--- src/hdl/boot_cfg_pkg.sv ---
// Constants for the boot strap capture block
package boot_cfg_pkg;
  localparam logic [31:0] strap_reg_addr = 32'h01c40014;
  // Bit positions in the capture register
  localparam int boot_mode_lsb = 0;
  localparam int ext_pinout_lsb = 8;
  localparam int multiplier_lsb = 12;
  localparam int cs2_width_bit = 16;
  localparam int host_bus_bit = 17;
  localparam int fast_boot_bit = 19;
  localparam int endian_bit = 20;
  // Reserved field at 31:21 reads 0000 0000 001b
  localparam logic [10:0] upper_reserved = 11'h001;
  localparam int upper_lsb = 21;
  // Boot mode codes
  localparam logic [3:0] mode_pci_a = 4'h1;
  localparam logic [3:0] mode_pci_b = 4'h2;
  localparam logic [3:0] mode_i2c = 4'h5;
  localparam logic [3:0] mode_spi16 = 4'h6;
  localparam logic [3:0] mode_uart_a = 4'h8;
  localparam logic [3:0] mode_uart_b = 4'he;
  localparam logic [3:0] mode_spi24 = 4'h3;
  localparam logic [3:0] mode_host_port = 4'hb;
  // Boot-time peripheral clock settings
  localparam logic [7:0] i2c_prescale_val = 8'h02;
  localparam logic [7:0] i2c_fast_count = 8'h08;
  localparam logic [7:0] i2c_std_count = 8'h2d;
  localparam logic [15:0] uart_divisor_val = 16'h000f;
  localparam logic [7:0] spi_divider_val = 8'h02;
  localparam logic [2:0] periph_div_last = 3'h5;
endpackage : boot_cfg_pkg

--- src/hdl/strap_if.sv ---
// Captured strap fields passed between the capture and decode logic
`timescale 1ns/1ps
`default_nettype none
interface strap_if;
  logic [3:0] boot_mode;
  logic fast_boot;
  logic [2:0] ext_pinout_default;
  logic [2:0] boot_multiplier_select;
  logic cs2_width;
  logic host_bus_pin_default;
  logic endian_select;
  modport src (output boot_mode, fast_boot, ext_pinout_default, boot_multiplier_select,
    cs2_width, host_bus_pin_default, endian_select);
  modport dst (input boot_mode, fast_boot, ext_pinout_default, boot_multiplier_select,
    cs2_width, host_bus_pin_default, endian_select);
endinterface : strap_if
`default_nettype wire

--- src/hdl/boot_clock_setup.sv ---
// Decodes the captured boot mode into boot-time peripheral clock settings
`timescale 1ns/1ps
`default_nettype none
module boot_clock_setup (
  input wire logic clk,
  input wire logic rst_n,
  strap_if.dst straps,
  output logic [7:0] i2c_prescale,
  output logic [7:0] i2c_scl_low_count,
  output logic [7:0] i2c_scl_high_count,
  output logic i2c_fast_mode,
  output logic i2c_boot_sel,
  output logic [15:0] uart_divisor,
  output logic uart_boot_sel,
  output logic [7:0] serial_port_clock_divider,
  output logic spi_boot_sel,
  output logic pci_boot_allowed,
  output logic host_port_boot_sel
);
  import boot_cfg_pkg::*;

  logic [7:0] psc_nxt, low_nxt, high_nxt, div_nxt;
  logic [15:0] uart_nxt;
  logic fast_nxt, i2c_nxt, uart_sel_nxt, spi_nxt, pci_nxt, hpi_nxt;

  always_comb begin
    psc_nxt = 8'h00;
    low_nxt = 8'h00;
    high_nxt = 8'h00;
    fast_nxt = 1'b0;
    i2c_nxt = 1'b0;
    uart_nxt = 16'h0000;
    uart_sel_nxt = 1'b0;
    div_nxt = 8'h00;
    spi_nxt = 1'b0;
    pci_nxt = 1'b0;
    hpi_nxt = 1'b0;
    if (straps.boot_mode == mode_i2c) begin
      i2c_nxt = 1'b1;
      psc_nxt = i2c_prescale_val; // [RQ7] [RQ8]
      fast_nxt = straps.fast_boot; // [RQ6]
      low_nxt = straps.fast_boot ? i2c_fast_count : i2c_std_count; // [RQ7] [RQ8]
      high_nxt = straps.fast_boot ? i2c_fast_count : i2c_std_count; // [RQ7] [RQ8]
    end
    if (straps.boot_mode == mode_uart_a || straps.boot_mode == mode_uart_b) begin
      uart_sel_nxt = 1'b1;
      uart_nxt = uart_divisor_val; // [RQ10]
    end
    if (straps.boot_mode == mode_spi16 || straps.boot_mode == mode_spi24) begin
      spi_nxt = 1'b1;
      div_nxt = spi_divider_val; // [RQ11]
    end
    // PCI needs the enable strap and fast boot together
    pci_nxt = (straps.boot_mode == mode_pci_a || straps.boot_mode == mode_pci_b)
      && straps.host_bus_pin_default && straps.fast_boot; // [RQ13]
    hpi_nxt = straps.boot_mode == mode_host_port; // [RQ14]
  end

  always_ff @(posedge clk) begin
    if (!rst_n) begin
      i2c_prescale <= 8'h00;
      i2c_scl_low_count <= 8'h00;
      i2c_scl_high_count <= 8'h00;
      i2c_fast_mode <= 1'b0;
      i2c_boot_sel <= 1'b0;
      uart_divisor <= 16'h0000;
      uart_boot_sel <= 1'b0;
      serial_port_clock_divider <= 8'h00;
      spi_boot_sel <= 1'b0;
      pci_boot_allowed <= 1'b0;
      host_port_boot_sel <= 1'b0;
    end else begin
      i2c_prescale <= psc_nxt;
      i2c_scl_low_count <= low_nxt;
      i2c_scl_high_count <= high_nxt;
      i2c_fast_mode <= fast_nxt;
      i2c_boot_sel <= i2c_nxt;
      uart_divisor <= uart_nxt;
      uart_boot_sel <= uart_sel_nxt;
      serial_port_clock_divider <= div_nxt;
      spi_boot_sel <= spi_nxt;
      pci_boot_allowed <= pci_nxt;
      host_port_boot_sel <= hpi_nxt;
    end
  end
endmodule : boot_clock_setup
`default_nettype wire

--- src/hdl/boot_strap_capture.sv ---
// Boot and configuration strap capture with read-only status register
//
// Summary of operation
// RQ1: The strap pins sampled at reset are held in a read-only capture register.
// RQ2: Fields take the strap levels at reset release and hold them until the next reset.
// RQ3: The capture register answers reads at its fixed system address 0x01c40014.
// RQ4: Writes to reserved fields change no stored value.
// RQ5: The endian field reads 0 for big endian and 1 for little endian as strapped.
// RQ6: I2C boot mode 0101 runs standard speed without fast boot and fast speed with it.
// RQ7: Fast I2C boot uses prescale 2 and low and high counts of 8.
// RQ8: Standard I2C boot uses prescale 2 and low and high counts of 45.
// RQ9: The board keeps the input clock within 21 to 30 MHz when choosing I2C boot.
// RQ10: UART boot codes 1000 and 1110 load the first UART divisor with 15 at 16x sampling.
// RQ11: Both SPI boot variants use the serial port with clock divider setting 2.
// RQ12: During boot the peripheral clock runs at one sixth of the main device clock.
// RQ13: PCI boot codes 0001 and 0010 need the host bus enable strap and fast boot.
// RQ14: Host port boot is supported with and without fast boot.
// RQ15: The fast boot field reads 0 for none and 1 for fast boot, as strapped.
// RQ16: The chip-select-2 width field reads 0 for 8-bit and 1 for 16-bit and seeds memory width.
// RQ17: All register writes are ignored and reads return the values captured at reset.
`timescale 1ns/1ps
`default_nettype none
module boot_strap_capture (
  input wire logic clk,
  input wire logic rst_n,
  // Strap pins
  input wire logic [3:0] boot_mode_pins,
  input wire logic fast_boot_pin,
  input wire logic [2:0] ext_pinout_pins,
  input wire logic [2:0] multiplier_pins,
  input wire logic cs2_width_pin,
  input wire logic host_bus_enable_strap,
  input wire logic endian_pin,
  // System module access
  input wire logic [31:0] sys_addr,
  input wire logic sys_rd,
  input wire logic sys_wr,
  input wire logic [31:0] sys_wdata,
  output logic [31:0] sys_rdata,
  output logic sys_hit,
  // Boot-time settings
  output logic endian_select,
  output logic ext_mem_width_default,
  output logic host_bus_pin_default,
  output logic [2:0] ext_pinout_default,
  output logic [2:0] boot_multiplier_select,
  output logic [7:0] i2c_prescale,
  output logic [7:0] i2c_scl_low_count,
  output logic [7:0] i2c_scl_high_count,
  output logic i2c_fast_mode,
  output logic i2c_boot_sel,
  output logic [15:0] uart_divisor,
  output logic uart_boot_sel,
  output logic [7:0] serial_port_clock_divider,
  output logic spi_boot_sel,
  output logic pci_boot_allowed,
  output logic host_port_boot_sel,
  output logic peripheral_clock_en
);
  import boot_cfg_pkg::*;

  // ----------------------------------------------------------------
  // Strap capture
  // ----------------------------------------------------------------
  typedef enum logic [1:0] {
    st_reset = 2'b01,
    st_held = 2'b10
  } cap_state_e;

  cap_state_e state_r, state_nxt;
  logic [3:0] mode_r, mode_nxt;
  logic fast_r, fast_nxt;
  logic [2:0] pinout_r, pinout_nxt;
  logic [2:0] mult_r, mult_nxt;
  logic width_r, width_nxt;
  logic host_bus_enable_strap_r, host_bus_enable_strap_nxt;
  logic endian_r, endian_nxt;

  // Straps are caught on the first edge after release, not under reset
  always_comb begin
    state_nxt = state_r;
    mode_nxt = mode_r;
    fast_nxt = fast_r;
    pinout_nxt = pinout_r;
    mult_nxt = mult_r;
    width_nxt = width_r;
    host_bus_enable_strap_nxt = host_bus_enable_strap_r;
    endian_nxt = endian_r;
    case (state_r)
      st_reset: begin
        mode_nxt = boot_mode_pins; // [RQ1] [RQ2]
        fast_nxt = fast_boot_pin; // [RQ15]
        pinout_nxt = ext_pinout_pins;
        mult_nxt = multiplier_pins;
        width_nxt = cs2_width_pin; // [RQ16]
        host_bus_enable_strap_nxt = host_bus_enable_strap;
        endian_nxt = endian_pin; // [RQ5]
        state_nxt = st_held;
      end
      st_held: state_nxt = st_held; // [RQ2]
      default: state_nxt = st_reset;
    endcase
  end

  always_ff @(posedge clk) begin
    if (!rst_n) begin
      state_r <= st_reset;
      mode_r <= 4'h0;
      fast_r <= 1'b0;
      pinout_r <= 3'h0;
      mult_r <= 3'h0;
      width_r <= 1'b0;
      host_bus_enable_strap_r <= 1'b0;
      endian_r <= 1'b0;
    end else begin
      state_r <= state_nxt;
      mode_r <= mode_nxt;
      fast_r <= fast_nxt;
      pinout_r <= pinout_nxt;
      mult_r <= mult_nxt;
      width_r <= width_nxt;
      host_bus_enable_strap_r <= host_bus_enable_strap_nxt;
      endian_r <= endian_nxt;
    end
  end

  // ----------------------------------------------------------------
  // Register read port
  // ----------------------------------------------------------------
  logic [31:0] image;
  logic [31:0] rdata_nxt;
  logic hit;

  // Writes never reach the fields; sys_wdata is deliberately unused
  always_comb begin
    image = 32'h00000000;
    image[boot_mode_lsb +: 4] = mode_r;
    image[ext_pinout_lsb +: 3] = pinout_r;
    image[multiplier_lsb +: 3] = mult_r;
    image[cs2_width_bit] = width_r;
    image[host_bus_bit] = host_bus_enable_strap_r;
    image[fast_boot_bit] = fast_r; // [RQ15]
    image[endian_bit] = endian_r; // [RQ5]
    image[upper_lsb +: 11] = upper_reserved; // [RQ4]
    hit = sys_addr == strap_reg_addr; // [RQ3]
    rdata_nxt = (sys_rd && hit) ? image : 32'h00000000; // [RQ17]
  end

  logic [31:0] rdata_r;
  logic hit_r;
  always_ff @(posedge clk) begin
    if (!rst_n) begin
      rdata_r <= 32'h00000000;
      hit_r <= 1'b0;
    end else begin
      rdata_r <= rdata_nxt;
      hit_r <= sys_rd && hit;
    end
  end
  assign sys_rdata = rdata_r;
  assign sys_hit = hit_r;

  // ----------------------------------------------------------------
  // Peripheral clock enable, one sixth of the main clock
  // ----------------------------------------------------------------
  logic [2:0] div_r, div_nxt;
  always_comb begin
    div_nxt = (div_r == periph_div_last) ? 3'h0 : div_r + 3'h1; // [RQ12]
  end
  always_ff @(posedge clk) begin
    if (!rst_n) begin
      div_r <= 3'h0;
    end else begin
      div_r <= div_nxt;
    end
  end
  assign peripheral_clock_en = div_r == periph_div_last; // [RQ12]

  // ----------------------------------------------------------------
  // Boot-time clock settings
  // ----------------------------------------------------------------
  strap_if straps ();
  assign straps.boot_mode = mode_r;
  assign straps.fast_boot = fast_r;
  assign straps.ext_pinout_default = pinout_r;
  assign straps.boot_multiplier_select = mult_r;
  assign straps.cs2_width = width_r;
  assign straps.host_bus_pin_default = host_bus_enable_strap_r;
  assign straps.endian_select = endian_r;

  boot_clock_setup u_setup (
    .clk(clk),
    .rst_n(rst_n),
    .straps(straps),
    .i2c_prescale(i2c_prescale),
    .i2c_scl_low_count(i2c_scl_low_count),
    .i2c_scl_high_count(i2c_scl_high_count),
    .i2c_fast_mode(i2c_fast_mode),
    .i2c_boot_sel(i2c_boot_sel),
    .uart_divisor(uart_divisor),
    .uart_boot_sel(uart_boot_sel),
    .serial_port_clock_divider(serial_port_clock_divider),
    .spi_boot_sel(spi_boot_sel),
    .pci_boot_allowed(pci_boot_allowed),
    .host_port_boot_sel(host_port_boot_sel)
  );

  assign endian_select = endian_r;
  assign ext_mem_width_default = width_r; // [RQ16]
  assign host_bus_pin_default = host_bus_enable_strap_r;
  assign ext_pinout_default = pinout_r;
  assign boot_multiplier_select = mult_r;
endmodule : boot_strap_capture
`default_nettype wire

--- config.mk ---
export PLATFORM = sky130hd
export DESIGN_NAME = boot_strap_capture
export DESIGN_NICKNAME = d
export VERILOG_FILES = /design/src/hdl/boot_cfg_pkg.sv /design/src/hdl/strap_if.sv /design/src/hdl/boot_clock_setup.sv /design/src/hdl/boot_strap_capture.sv
export SDC_FILE = /design/constraint.sdc
export NUM_CORES = 1
export LEC_CHECK = 0
export BUFFER_PORTS_ARGS = -buffer_cell sky130_fd_sc_hd__clkbuf_2
export CORE_AREA = 2 2 82 76
export DETAILED_ROUTE_END_ITERATION = 10
export DIE_AREA = 0 0 84 78
export PLACE_DENSITY = 0.78
export SLEW_MARGIN = 20
export SYNTH_ARGS = -nofsm -noshare
export SYNTH_HDL_FRONTEND = slang
export SYNTH_SLANG_ARGS = --single-unit
--- constraint.sdc ---
create_clock -name clk -period 1.6 [get_ports clk]
set_input_delay 0.08 -clock clk [delete_from_list [all_inputs] [get_ports clk]]
set_output_delay 0.08 -clock clk [all_outputs]
set_load 0.02 [all_outputs]
# After elaboration in Yosys (flattened, before gate mapping)
# Cells that the tools add are included.
[classes]
n_addsub = 1
mul = 0
div_mod_pow = 0
order_cmp = 0
eq_ne = 12
shifts = 0
muxes = 9
bitwise = 1
n_reduce_logical = 10
[op_table]
columns = ["op", "count"]
rows = [
  ["== test 32 x 25 -> 1 bit (second input constant)", 1],
  ["2-to-1 mux 22 bit", 1],
  ["== test 4 bit (second input constant)", 3],
  ["== test 4 x 2 -> 1 bit (second input constant)", 2],
  ["== test 4 x 3 -> 1 bit (second input constant)", 2],
  ["2-to-1 mux 2 bit", 3],
  ["2-to-1 mux 6 bit", 1],
  ["== test 4 x 1 -> 1 bit (second input constant)", 1],
  ["2-to-1 mux 4 bit", 1],
  ["AND reduction 2 bit", 2],
  ["OR reduction 2 bit", 2],
  ["adder 3 x 1 -> 3 bit (second input constant)", 1],
  ["== test 3 bit (second input constant)", 1],
  ["logical AND 1 bit", 3],
  ["logical OR 1 bit", 3],
  ["2-to-1 mux 1 bit", 3],
  ["== test 2 x 1 -> 1 bit (second input constant)", 1],
  ["== test 2 bit (second input constant)", 1],
  ["NOT 1 bit", 1],
]
[totals]
register_bits = 98
latchBits = 0
ram_bits = 0
romBits = 0
inputBits = 82
out_inout_bits = 97
elab_cells = 55
mem_count = 0

# Logic depth before layout (Yosys ltp)
# Gate-level depths: netlist of run 1.
[depth]
word_depth = 4
ltp_mapped = 6
depth_no_buf = 5

# By module
# From an unflattened synthesis of run 1, not the netlist that was laid out.
[hier_totals]
hier_cells = 215
hier_area_um2 = 2132.0
[by_module_without_submodules]
columns = ["module", "n_inst", "cells_per_inst", "area_per_inst_um2", "seq_area_each_um2"]
rows = [
  ["boot_strap_capture", 1, 142, 1508.9, 680.7],
  ["boot_clock_setup", 1, 73, 623.1, 160.2],
]

# Worst setup path before layout of run 1
# No wires, ideal clock.
[synth_timing]
path_type = "register to register"
startpoint = "register state_r[1]"
endpoint = "register mult_r[0] (netlist: boot_multiplier_select[0])"
setup_ns = 0.116
arrival_ns = 1.221
required_time_ns = 1.484
path_slack_ns = 0.263
path_stages_with_launch = 7
path_buffers = 2
period_less_slack_ns = 1.337
cell_sequence = "dfxtp_1 > inv_1 > ha_1 > clkbuf_1 > buf_2 > mux2i_1 > nor2b_1"
[synth_between]
elab_chain_cells = 1
[synth_lines]
columns = ["item", "line_no", "source"]
rows = [
  ["start, declared", "boot_strap_capture.sv:70", "cap_state_e state_r, state_nxt;"],
  ["start signal, assigned", "boot_strap_capture.sv:107", "state_r <= st_reset;"],
  ["start signal, assigned", "boot_strap_capture.sv:116", "state_r <= state_nxt;"],
  ["== test 2 x 1 -> 1 bit", "boot_strap_capture.sv:89", "case (state_r)"],
  ["end signal, assigned", "boot_strap_capture.sv:120", "mult_r <= mult_nxt;"],
  ["end, declared", "boot_strap_capture.sv:74", "logic [2:0] mult_r, mult_nxt;"],
]
# No other way between the ends.
# A chain may end at the register's enable or synchronous reset.

# Worst setup path in the final report of run 1
[layout_timing]
startpoint = "register state_r[1]"
endpoint = "register pinout_r[2] (netlist: ext_pinout_default[2])"
[layout_between]
elab_chain_cells = 1
[layout_lines]
columns = ["item", "line_no", "source"]
rows = [
  ["== test 2 x 1 -> 1 bit", "boot_strap_capture.sv:89", ""],
  ["end signal, assigned", "boot_strap_capture.sv:119", "pinout_r <= pinout_nxt;"],
  ["end, declared", "boot_strap_capture.sv:73", "logic [2:0] pinout_r, pinout_nxt;"],
]
# No other way between the ends.

==> impl_metrics.ini, run 1 <==
[outcome]
status = completed

[global_routing]
antenna_found_initial = 0
grt_util_all_layers = 0.1127
grt_max_degree = 20
grt_pass1_wl_mm = 5.844
grt_pass1_vias = 1256
overflow = 0

[power_and_ir_drop]
ir_drop_mv = 0.7044
power.leakage_nw = 1.269
power_density_nw_per_um2 = 1277
finalPower_mw = 3.185

[floorplan]
num_rows = 26
die_w_um = 84
die_area_um2 = 6552
core_area_um2 = 5628
ios = 179
chipHeight_um = 78
initial_core_util = 0.3766

[sta]
fin_skew_ns = 0.004994
whs_ns = 0.04857
fin_setup_tns_ns = 0
finalWorstSetupSlack_ns = 0.3268
hold_viol = 0
fin_crit_ns = 1.273
finalCritPeriodShare = 0.7958
setup_viol = 0
drv_slew = 0
rsz0062_at_grt = no
max_clock_freq_mhz = 785.4

[final_layout]
area_growth_pct = 17.65
drive_above_1_share = 0.4020
nNetsFinal = 380
antenna_cells = 0
fill_cells = 574
layout.cells.non_filler = 366

[flow_run]
drv_cap = 0

[place]
hpwl_mm = 3.117
pre_cts_ws_ns = 0.3065
dpl.cell_count = 358
port_buffers = 94
finalWeightedCongestion = 0.6934

[logic_synthesis]
synth_compound_area_frac = 0.003542
synth_top_family_by_area = buffers and inverters
synth_mux_area_frac = 0.06612
synthAdderAreaFrac = 0.01771
ys_seq_elements = 42
yosysSeqAreaShare = 0.3967
synthCells = 213
synthSimpleGateAreaFrac = 0.2137
yosysWarnings = 0
syn_avg_cell_area_um2 = 9.951
ys_types = 31
synthXorXnorAreaFrac = 0.01240
synth_area_um2 = 2120

[setup_path]
crit_chain = inv_1, ha_1, buf_4, mux2i_1, nor2b_1
crit_family = adder cells
crit_type = flip-flop to flip-flop
slowest_stage = ha_1
cp_num_buf_inv = 2
crit_fanout = 6
critPathLaunchType = flip-flop
slowest_delay_ns = 0.35
crit_required_ns = 1.78
end_kind = flip-flop
crit_arrival_ns = 1.46

[detailed_routing]
drc = 0
ant_nets = 0
drt_iter0_drc = 47
dr.pass1.iters = 2
dr_total_vias = 1508
via_per_inst = 4.120
routed_wl_mm = 3.844
wl_per_cell_um = 10.50

[clocking]
path_clk_slew_ns = 0.08
cts_buffer_depth = 2
worst_skew_pair.late_latency_ns = 0.29
cts_sinks = 42
post-cts-setup-buffers = 0
cts_tree = built
cts_resized = 0
cts_max_level = 2
cts-hold-fix-buffers = 0
cts_buffers = 5
clock-root-buffer = clkbuf_8

[worst_hold_path]
hold_class = primary input to flip-flop
==> layer usage <==
metal	GRT usage	vias to the layer above	part of all wire
met2	0.1912	86	0.50
li1	-	743	-
met5	0	-	0
met4	0.03387	0	0.0065
met3	0.04468	4	0.11
met1	0.1312	675	0.39
==> path summary, 6_finish.rpt <==
path / start / to / slack [ns] / cells after the start
worst max register to register: state_r[1] / ext_pinout_default[2] / 0.33 / 5
worst min-delay path: boot_mode_pins[1] / mode_r[1] / 0.05 / 3
worst min register to register: div_r[0] / div_r[0] / 0.46 / 1
worst max-delay path: state_r[1] / ext_pinout_default[2] / 0.33 / 5
==> registers in the layout, summed over array words and instances (netlist names) <==
register	cells
u_setup.i2c_scl_low_count	2
mode_r	4
u_setup.i2c_boot_sel	1
u_setup.spi_boot_sel	1
endian_select	1
div_r	3
sys_rdata	14
u_setup.host_port_boot_sel	1
state_r	2
fast_r	1
u_setup.i2c_fast_mode	1
sys_hit	1
ext_pinout_default	3
ext_mem_width_default	1
host_bus_pin_default	1
boot_multiplier_select	3
u_setup.pci_boot_allowed	1
u_setup.uart_divisor	1
==> kinds of logic (layout without fill, tap and decap cells) <==
group / Yosys count / after routing
AO/OA/AOI/OAI: 1 / 1
XOR/XNOR: 3 / 3
adder cells (fa/ha/maj): 3 / 3
buffers and inverters: 91 / 124
flip-flops: 42 / 42
multiplexers: 14 / 14
other: 1 / 51
AND/OR/NAND/NOR: 58 / 58
==> area by class of cell <==
class | count | area (um2) | share of cell area
sequential | 42 | 840.8 | 0.3372
inverter | 17 | 63.81 | 0.02559
timing repair buffer | 99 | 508.0 | 0.2037
multi-input combinational | 130 | 855.8 | 0.3432
tap | 70 | 87.58 | 0.03512
clock inverter | 3 | 68.82 | 0.02760
clock buffer | 5 | 68.82 | 0.02760
==> worst reg2reg max path: stages, from the launching register on <==
cell     delay [ns]
dfxtp_1        0.30
inv_1          0.04
ha_1           0.35
buf_4          0.23
mux2i_1        0.19
nor2b_1        0.06
==> metrics by stage <==
step | utilization | cell area, um2
detailed placement | 0.4186 | 2356
global placement | 0.4186 | 2356
floorplan | - | 2307
finish | 0.4431 | 2494
CTS | 0.4431 | 2494
global route | 0.4431 | 2494
==> where the power goes <==
| group | leakage, nW | switching (mW) | internal (mW) |
|---|---|---|---|
| logic | 0.859 | 0.531 | 0.369 |
| registers | 0.342 | 0.120 | 1.18 |
| clock network | 0.0683 | 0.358 | 0.625 |
| total | 1.27 | 1.01 | 2.18 |
==> synth_stat cells, drive strengths merged <==
master | n | area, um2
nor2 | 4 | 15.01
mux2i | 14 | 140.1
nand2 | 1 | 3.750
nor3b | 1 | 7.510
clkbuf | 5 | 20.01
nor4b | 5 | 56.31
nor3 | 2 | 10.01
xnor2 | 1 | 8.760
nand2b | 1 | 6.260
ha | 3 | 37.54
dfxtp | 42 | 840.8
inv | 17 | 63.81
buf | 69 | 526.8
o21a | 1 | 7.510
and2 | 3 | 18.77
and4b | 1 | 10.01
nor2b | 17 | 106.4
and4 | 2 | 17.52
conb | 1 | 3.750
and3 | 1 | 6.260
or4 | 1 | 11.26
xor2 | 2 | 17.52
nand4 | 3 | 18.77
nor4 | 16 | 165.2
==> placed cells by master (no fill, tap or decap), drive strengths merged, types with 2 or more instances in the layout <==
cell type and instances:
mux2i 14, ha 3, bufinv 2, nor4 16
inv 17, clkbuf 99, xor2 2, buf 5
and2 3, nor2b 17, nand4 3, nor2 4
dfxtp 42, nor3 2, conb 51, nor4b 5
and4 2
(Power assumes the default switching activity.)
==> inputs of run 2 (changes only) <==
==> constraint.sdc (replaced) <==
create_clock -name clk -period 1.2 [get_ports clk]
set_input_delay 0.06 -clock clk [delete_from_list [all_inputs] [get_ports clk]]
set_output_delay 0.06 -clock clk [all_outputs]
set_load 0.02 [all_outputs]
==> run 2 against run 1 <==
Clock power rose by 9.9%. Global-route usage up 1.0 points. Via count rose by 3.4%. Utilization up 0.33 points. Setup slack got worse by 0.27 ns. Routed wire length up 6.0%. First-iteration DRC count shrank 19%. Clock skew about the same. Critical path type is now flip-flop to primary output. Critical endpoint is now peripheral_clock_en. Largest cell class unchanged.
==> impl_metrics.ini, run 2 (same netlist as run 1, synthesis figures left out) <==
[outcome]
status = completed

[place]
hpwl_mm = 3.230
port_buffers = 94
finalWeightedCongestion = 0.7862
dpl.cell_count = 361

[setup_path]
crit_chain = inv_1, ha_2, and2_4, clkbuf_8
timing.rr.end = mode_r[1]
crit_required_ns = 1.14
crit_fanout = 2
cp-startpoint = div_r[1]
crit_family = flip-flops
end_kind = primary output
cp_num_buf_inv = 2
worst-path-stages = 4
slowest_stage = dfxtp_2
r2r_setup_slack_ns = 0.10
crit_type = flip-flop to primary output
critPathLaunchType = flip-flop
critPathCapture = peripheral_clock_en
slowest_delay_ns = 0.33
r2r-start = state_r[1]
rr_worst_depth = 5
crit_arrival_ns = 1.09

[power_and_ir_drop]
power_density_nw_per_um2 = 1618
finalPower_mw = 4.066
ir_drop_mv = 0.8344
power.leakage_nw = 1.276

[sta]
whs_ns = 0.03086
max_clock_freq_mhz = 872.3
fin_skew_ns = 0.005286
setup_viol = 0
drv_slew = 0
finalCritPeriodShare = 0.9553
hold_viol = 0
fin_crit_ns = 1.146

[detailed_routing]
drt_iter0_drc = 38
drc = 0
routed_wl_mm = 4.076
wl_per_cell_um = 11.02
ant_nets = 0
dr.pass1.iters = 4
via_per_inst = 4.214
dr_total_vias = 1559

[final_layout]
antenna_cells = 0
area_growth_pct = 18.54
layout.cells.non_filler = 370
regArea_um2 = 843.3
drive_above_1_share = 0.4200
layout_commonest_cell = clkbuf_2
nNetsFinal = 384
mostFrequentLayoutCells = clkbuf_2 (93), conb_1 (51), dfxtp_1 (40)
fill_cells = 555
largest_reg_flops = 14
multi_input_area_um2 = 860.8

[clocking]
clock-root-buffer = clkbuf_8
worst_skew_pair.late_latency_ns = 0.28
path_clk_slew_ns = 0.08
cts_buffer_depth = 2
cts_sinks = 42
cts_buffers = 5
cts_tree = built
cts_max_level = 2
cts-hold-fix-buffers = 0

[global_routing]
grt_pass1_wl_mm = 6.334
grt_use_met2 = 0.2200
grt_util_all_layers = 0.1228
grt_busiest_layer = met2
use_met3 = 0.03830
grt_max_degree = 19
antenna_found_initial = 0
overflow = 0
grt_pass1_vias = 1266
use_met1 = 0.1411

[floorplan]
chipHeight_um = 78
ios = 179
num_rows = 26
initial_core_util = 0.3766
core_area_um2 = 5628
die_w_um = 84
die_area_um2 = 6552

[worst_hold_path]
hold_class = primary input to flip-flop
holdPathStages = 3

[flow_run]
drv_cap = 0
[run 2: layout make-up]
cell class / count / area share
Sequential cell: 42 / 0.3357
Timing Repair Buffer: 103 / 0.2176
Tap cell: 70 / 0.03486
Multi-Input combinational cell: 130 / 0.3426
Clock buffer: 6 / 0.02888
Clock inverter: 2 / 0.01494
Inverter: 17 / 0.02540
[run 2: tightest hold or removal path, stage by stage]
cell	delay, ns
clkbuf_2	0.08
mux2i_1	0.05
nor2b_1	0.09
[run 2: metal layers]
metal	vias to the layer above	wire, um
met5	-	0
met4	0	31
met3	5	351
met2	87	2123
met1	717	1570
li1	750	-
[run 2: power by group]
part / switching (mW) / internal [mW]
Sequential: 0.148 / 1.58
Clock: 0.461 / 0.621
Combinational: 0.739 / 0.521
Total: 1.35 / 2.72
[run 2: how the worst min path moves through the flow]
stage                             from                   endpoint  slack [ns]
floorplan           multiplier_pins[0]  boot_multiplier_select[0]        0.23
global placement    ext_pinout_pins[1]      ext_pinout_default[1]        0.31
detailed placement  multiplier_pins[1]  boot_multiplier_select[1]        0.33
CTS                 multiplier_pins[1]  boot_multiplier_select[1]        0.02
global route        multiplier_pins[2]  boot_multiplier_select[2]       0.009
finish               boot_mode_pins[3]                  mode_r[3]        0.03
[run 2: timing repair]
action                     4_1_cts  5_1_grt
setup buffers                    0        1
resized for setup                4        2
setup endpoints to repair        1        1
[run 2: through the flow]
stage	util	TNS (ns)	worst slack (ns)	instance area, um2
finish	0.4464	0	0.05361	2512
global route	0.4464	-0.001082	-0.001082	2512
CTS	0.4444	0	0.01251	2501
detailed placement	0.4226	-0.05312	-0.04465	2379
global placement	0.4226	-0.009503	-0.009503	2379
floorplan	-	0	0.03851	2311
==> inputs of run 3 (changes only) <==
==> constraint.sdc (replaced) <==
create_clock -name clk -period 1.3 [get_ports clk]
set_input_delay 0.065 -clock clk [delete_from_list [all_inputs] [get_ports clk]]
set_output_delay 0.065 -clock clk [all_outputs]
set_load 0.02 [all_outputs]
==> run 3 against run 2 <==
Register-to-register slack better by 0.10 ns. Sequential share of layout area grew 0.43 points. Sequential cell count did not move. Clock-buffer cell count stayed put. Total power down 8.4%. Via count down 2.7%. Largest power group unchanged. Global-route usage about the same. Die area unchanged. Cell area fell by 1.5%.
==> impl_metrics.ini, run 3 (same netlist as run 1, synthesis figures left out) <==
[power_and_ir_drop]
ir_drop_mv = 0.8424
finalPower_mw = 3.723
power.switching_mw = 1.241
p_int_mw = 2.482
power_frac_clock = 0.269
power_density_nw_per_um2 = 1505
p_comb_frac = 0.299
power.leakage_nw = 1.257
p_seq_frac = 0.432
swShare = 0.3333

[detailed_routing]
via_per_inst = 4.134
routed_wl_mm = 4.004
dr.pass1.iters = 4
drt_iter0_drc = 46
ant_nets = 0
drc = 0
wl_per_cell_um = 10.91
dr_total_vias = 1517

[setup_path]
critPathCapture = peripheral_clock_en
crit_fanout = 2
crit_arrival_ns = 1.13
timing.rr.end = host_bus_pin_default
crit_required_ns = 1.24
rr_worst_depth = 4
crit_type = flip-flop to primary output
end_kind = primary output
critPathLaunchType = flip-flop
r2r-start = state_r[0]
cp-startpoint = div_r[1]
r2r_setup_slack_ns = 0.20

[global_routing]
grt_max_degree = 19
grt_pass1_vias = 1365
grt_pass1_wl_mm = 6.361
grt_util_all_layers = 0.1223
overflow = 0
antenna_found_initial = 0

[clocking]
cts-hold-fix-buffers = 0
cts_sinks = 42
worst_skew_pair.late_latency_ns = 0.28
clock-root-buffer = clkbuf_8
cts_max_level = 2
cts_buffer_depth = 2
post-cts-setup-buffers = 0
cts_tree = built
cts_buffers = 5
cts_resized = 0
path_clk_slew_ns = 0.08

[sta]
max_clock_freq_mhz = 835.3
fin_setup_tns_ns = 0
fin_crit_ns = 1.197
finalCritPeriodShare = 0.9209
fin_skew_ns = 0.007581
setup_viol = 0
rsz0062_at_grt = no
whs_ns = 0.03547
hold_viol = 0
drv_slew = 0

[place]
dpl_cell_area_um2 = 2364
hpwl_mm = 3.198
finalWeightedCongestion = 0.7752
port_buffers = 94

[flow_run]
drv_cap = 0

[final_layout]
largest_reg_flops = 14
antenna_cells = 0
mostFrequentLayoutCells = clkbuf_2 (94), conb_1 (51), dfxtp_1 (42)
final_area_um2 = 2474
area_growth_pct = 16.71
layout_commonest_cell = clkbuf_2
drive_above_1_share = 0.4007
nNetsFinal = 381

[outcome]
status = completed

[worst_hold_path]
min-delay-start = fast_boot_pin
hold_class = primary input to flip-flop
holdPathStages = 3

[floorplan]
num_rows = 26
initial_core_util = 0.3766
ios = 179
chipHeight_um = 78
die_w_um = 84
core_area_um2 = 5628
die_area_um2 = 6552
-- run 3: area by class of cell --
class	instances	area, um2
Clock inverter	2	37.54
Inverter	17	63.81
Fill cell	565	3154
Clock buffer	6	72.57
Sequential cell	42	840.8
Multi-Input combinational cell	130	855.8
Tap cell	70	87.58
Timing Repair Buffer	100	515.5
-- run 3: stage by stage --
stage / worst slack [ns] / util / cells
after floorplan: 0.03322 / - / 263
after global placement: 0.08945 / 0.4200 / 359
after detailed placement: 0.08165 / 0.4200 / 359
after CTS: 0.07274 / 0.4395 / 367
after global routing: 0.01793 / 0.4395 / 367
final: 0.1029 / 0.4395 / 367
-- run 3: routing by layer --
layer  global-route usage  routed length (um)
met1               0.1383                1551
met2               0.2232                2059
met3              0.04255                 382
met4              0.02419                  10
met5                    0                   0
-- run 3: how the worst min path moves through the flow --
stage / to / slack, ns
floorplan: boot_multiplier_select[0] / 0.23
global placement: boot_multiplier_select[1] / 0.32
detailed placement: boot_multiplier_select[0] / 0.33
CTS: fast_r / 0.03
global route: mode_r[3] / 0.04
finish: fast_r / 0.04
-- run 3: critical path, cell delays in order (launching register included) --
cell	delay (ns)
dfxtp_1	0.34
inv_1	0.05
ha_1	0.18
and2_1	0.15
clkbuf_2	0.15
-- run 3: power groups by stage --
stage,clock network [mW],logic [mW],registers [mW]
floorplan,0,0.909,1.68
global placement,0,1.10,1.63
detailed placement,0,1.12,1.64
CTS,1.03,1.13,1.61
global route,1.11,1.24,1.64
finish,1.00,1.11,1.61
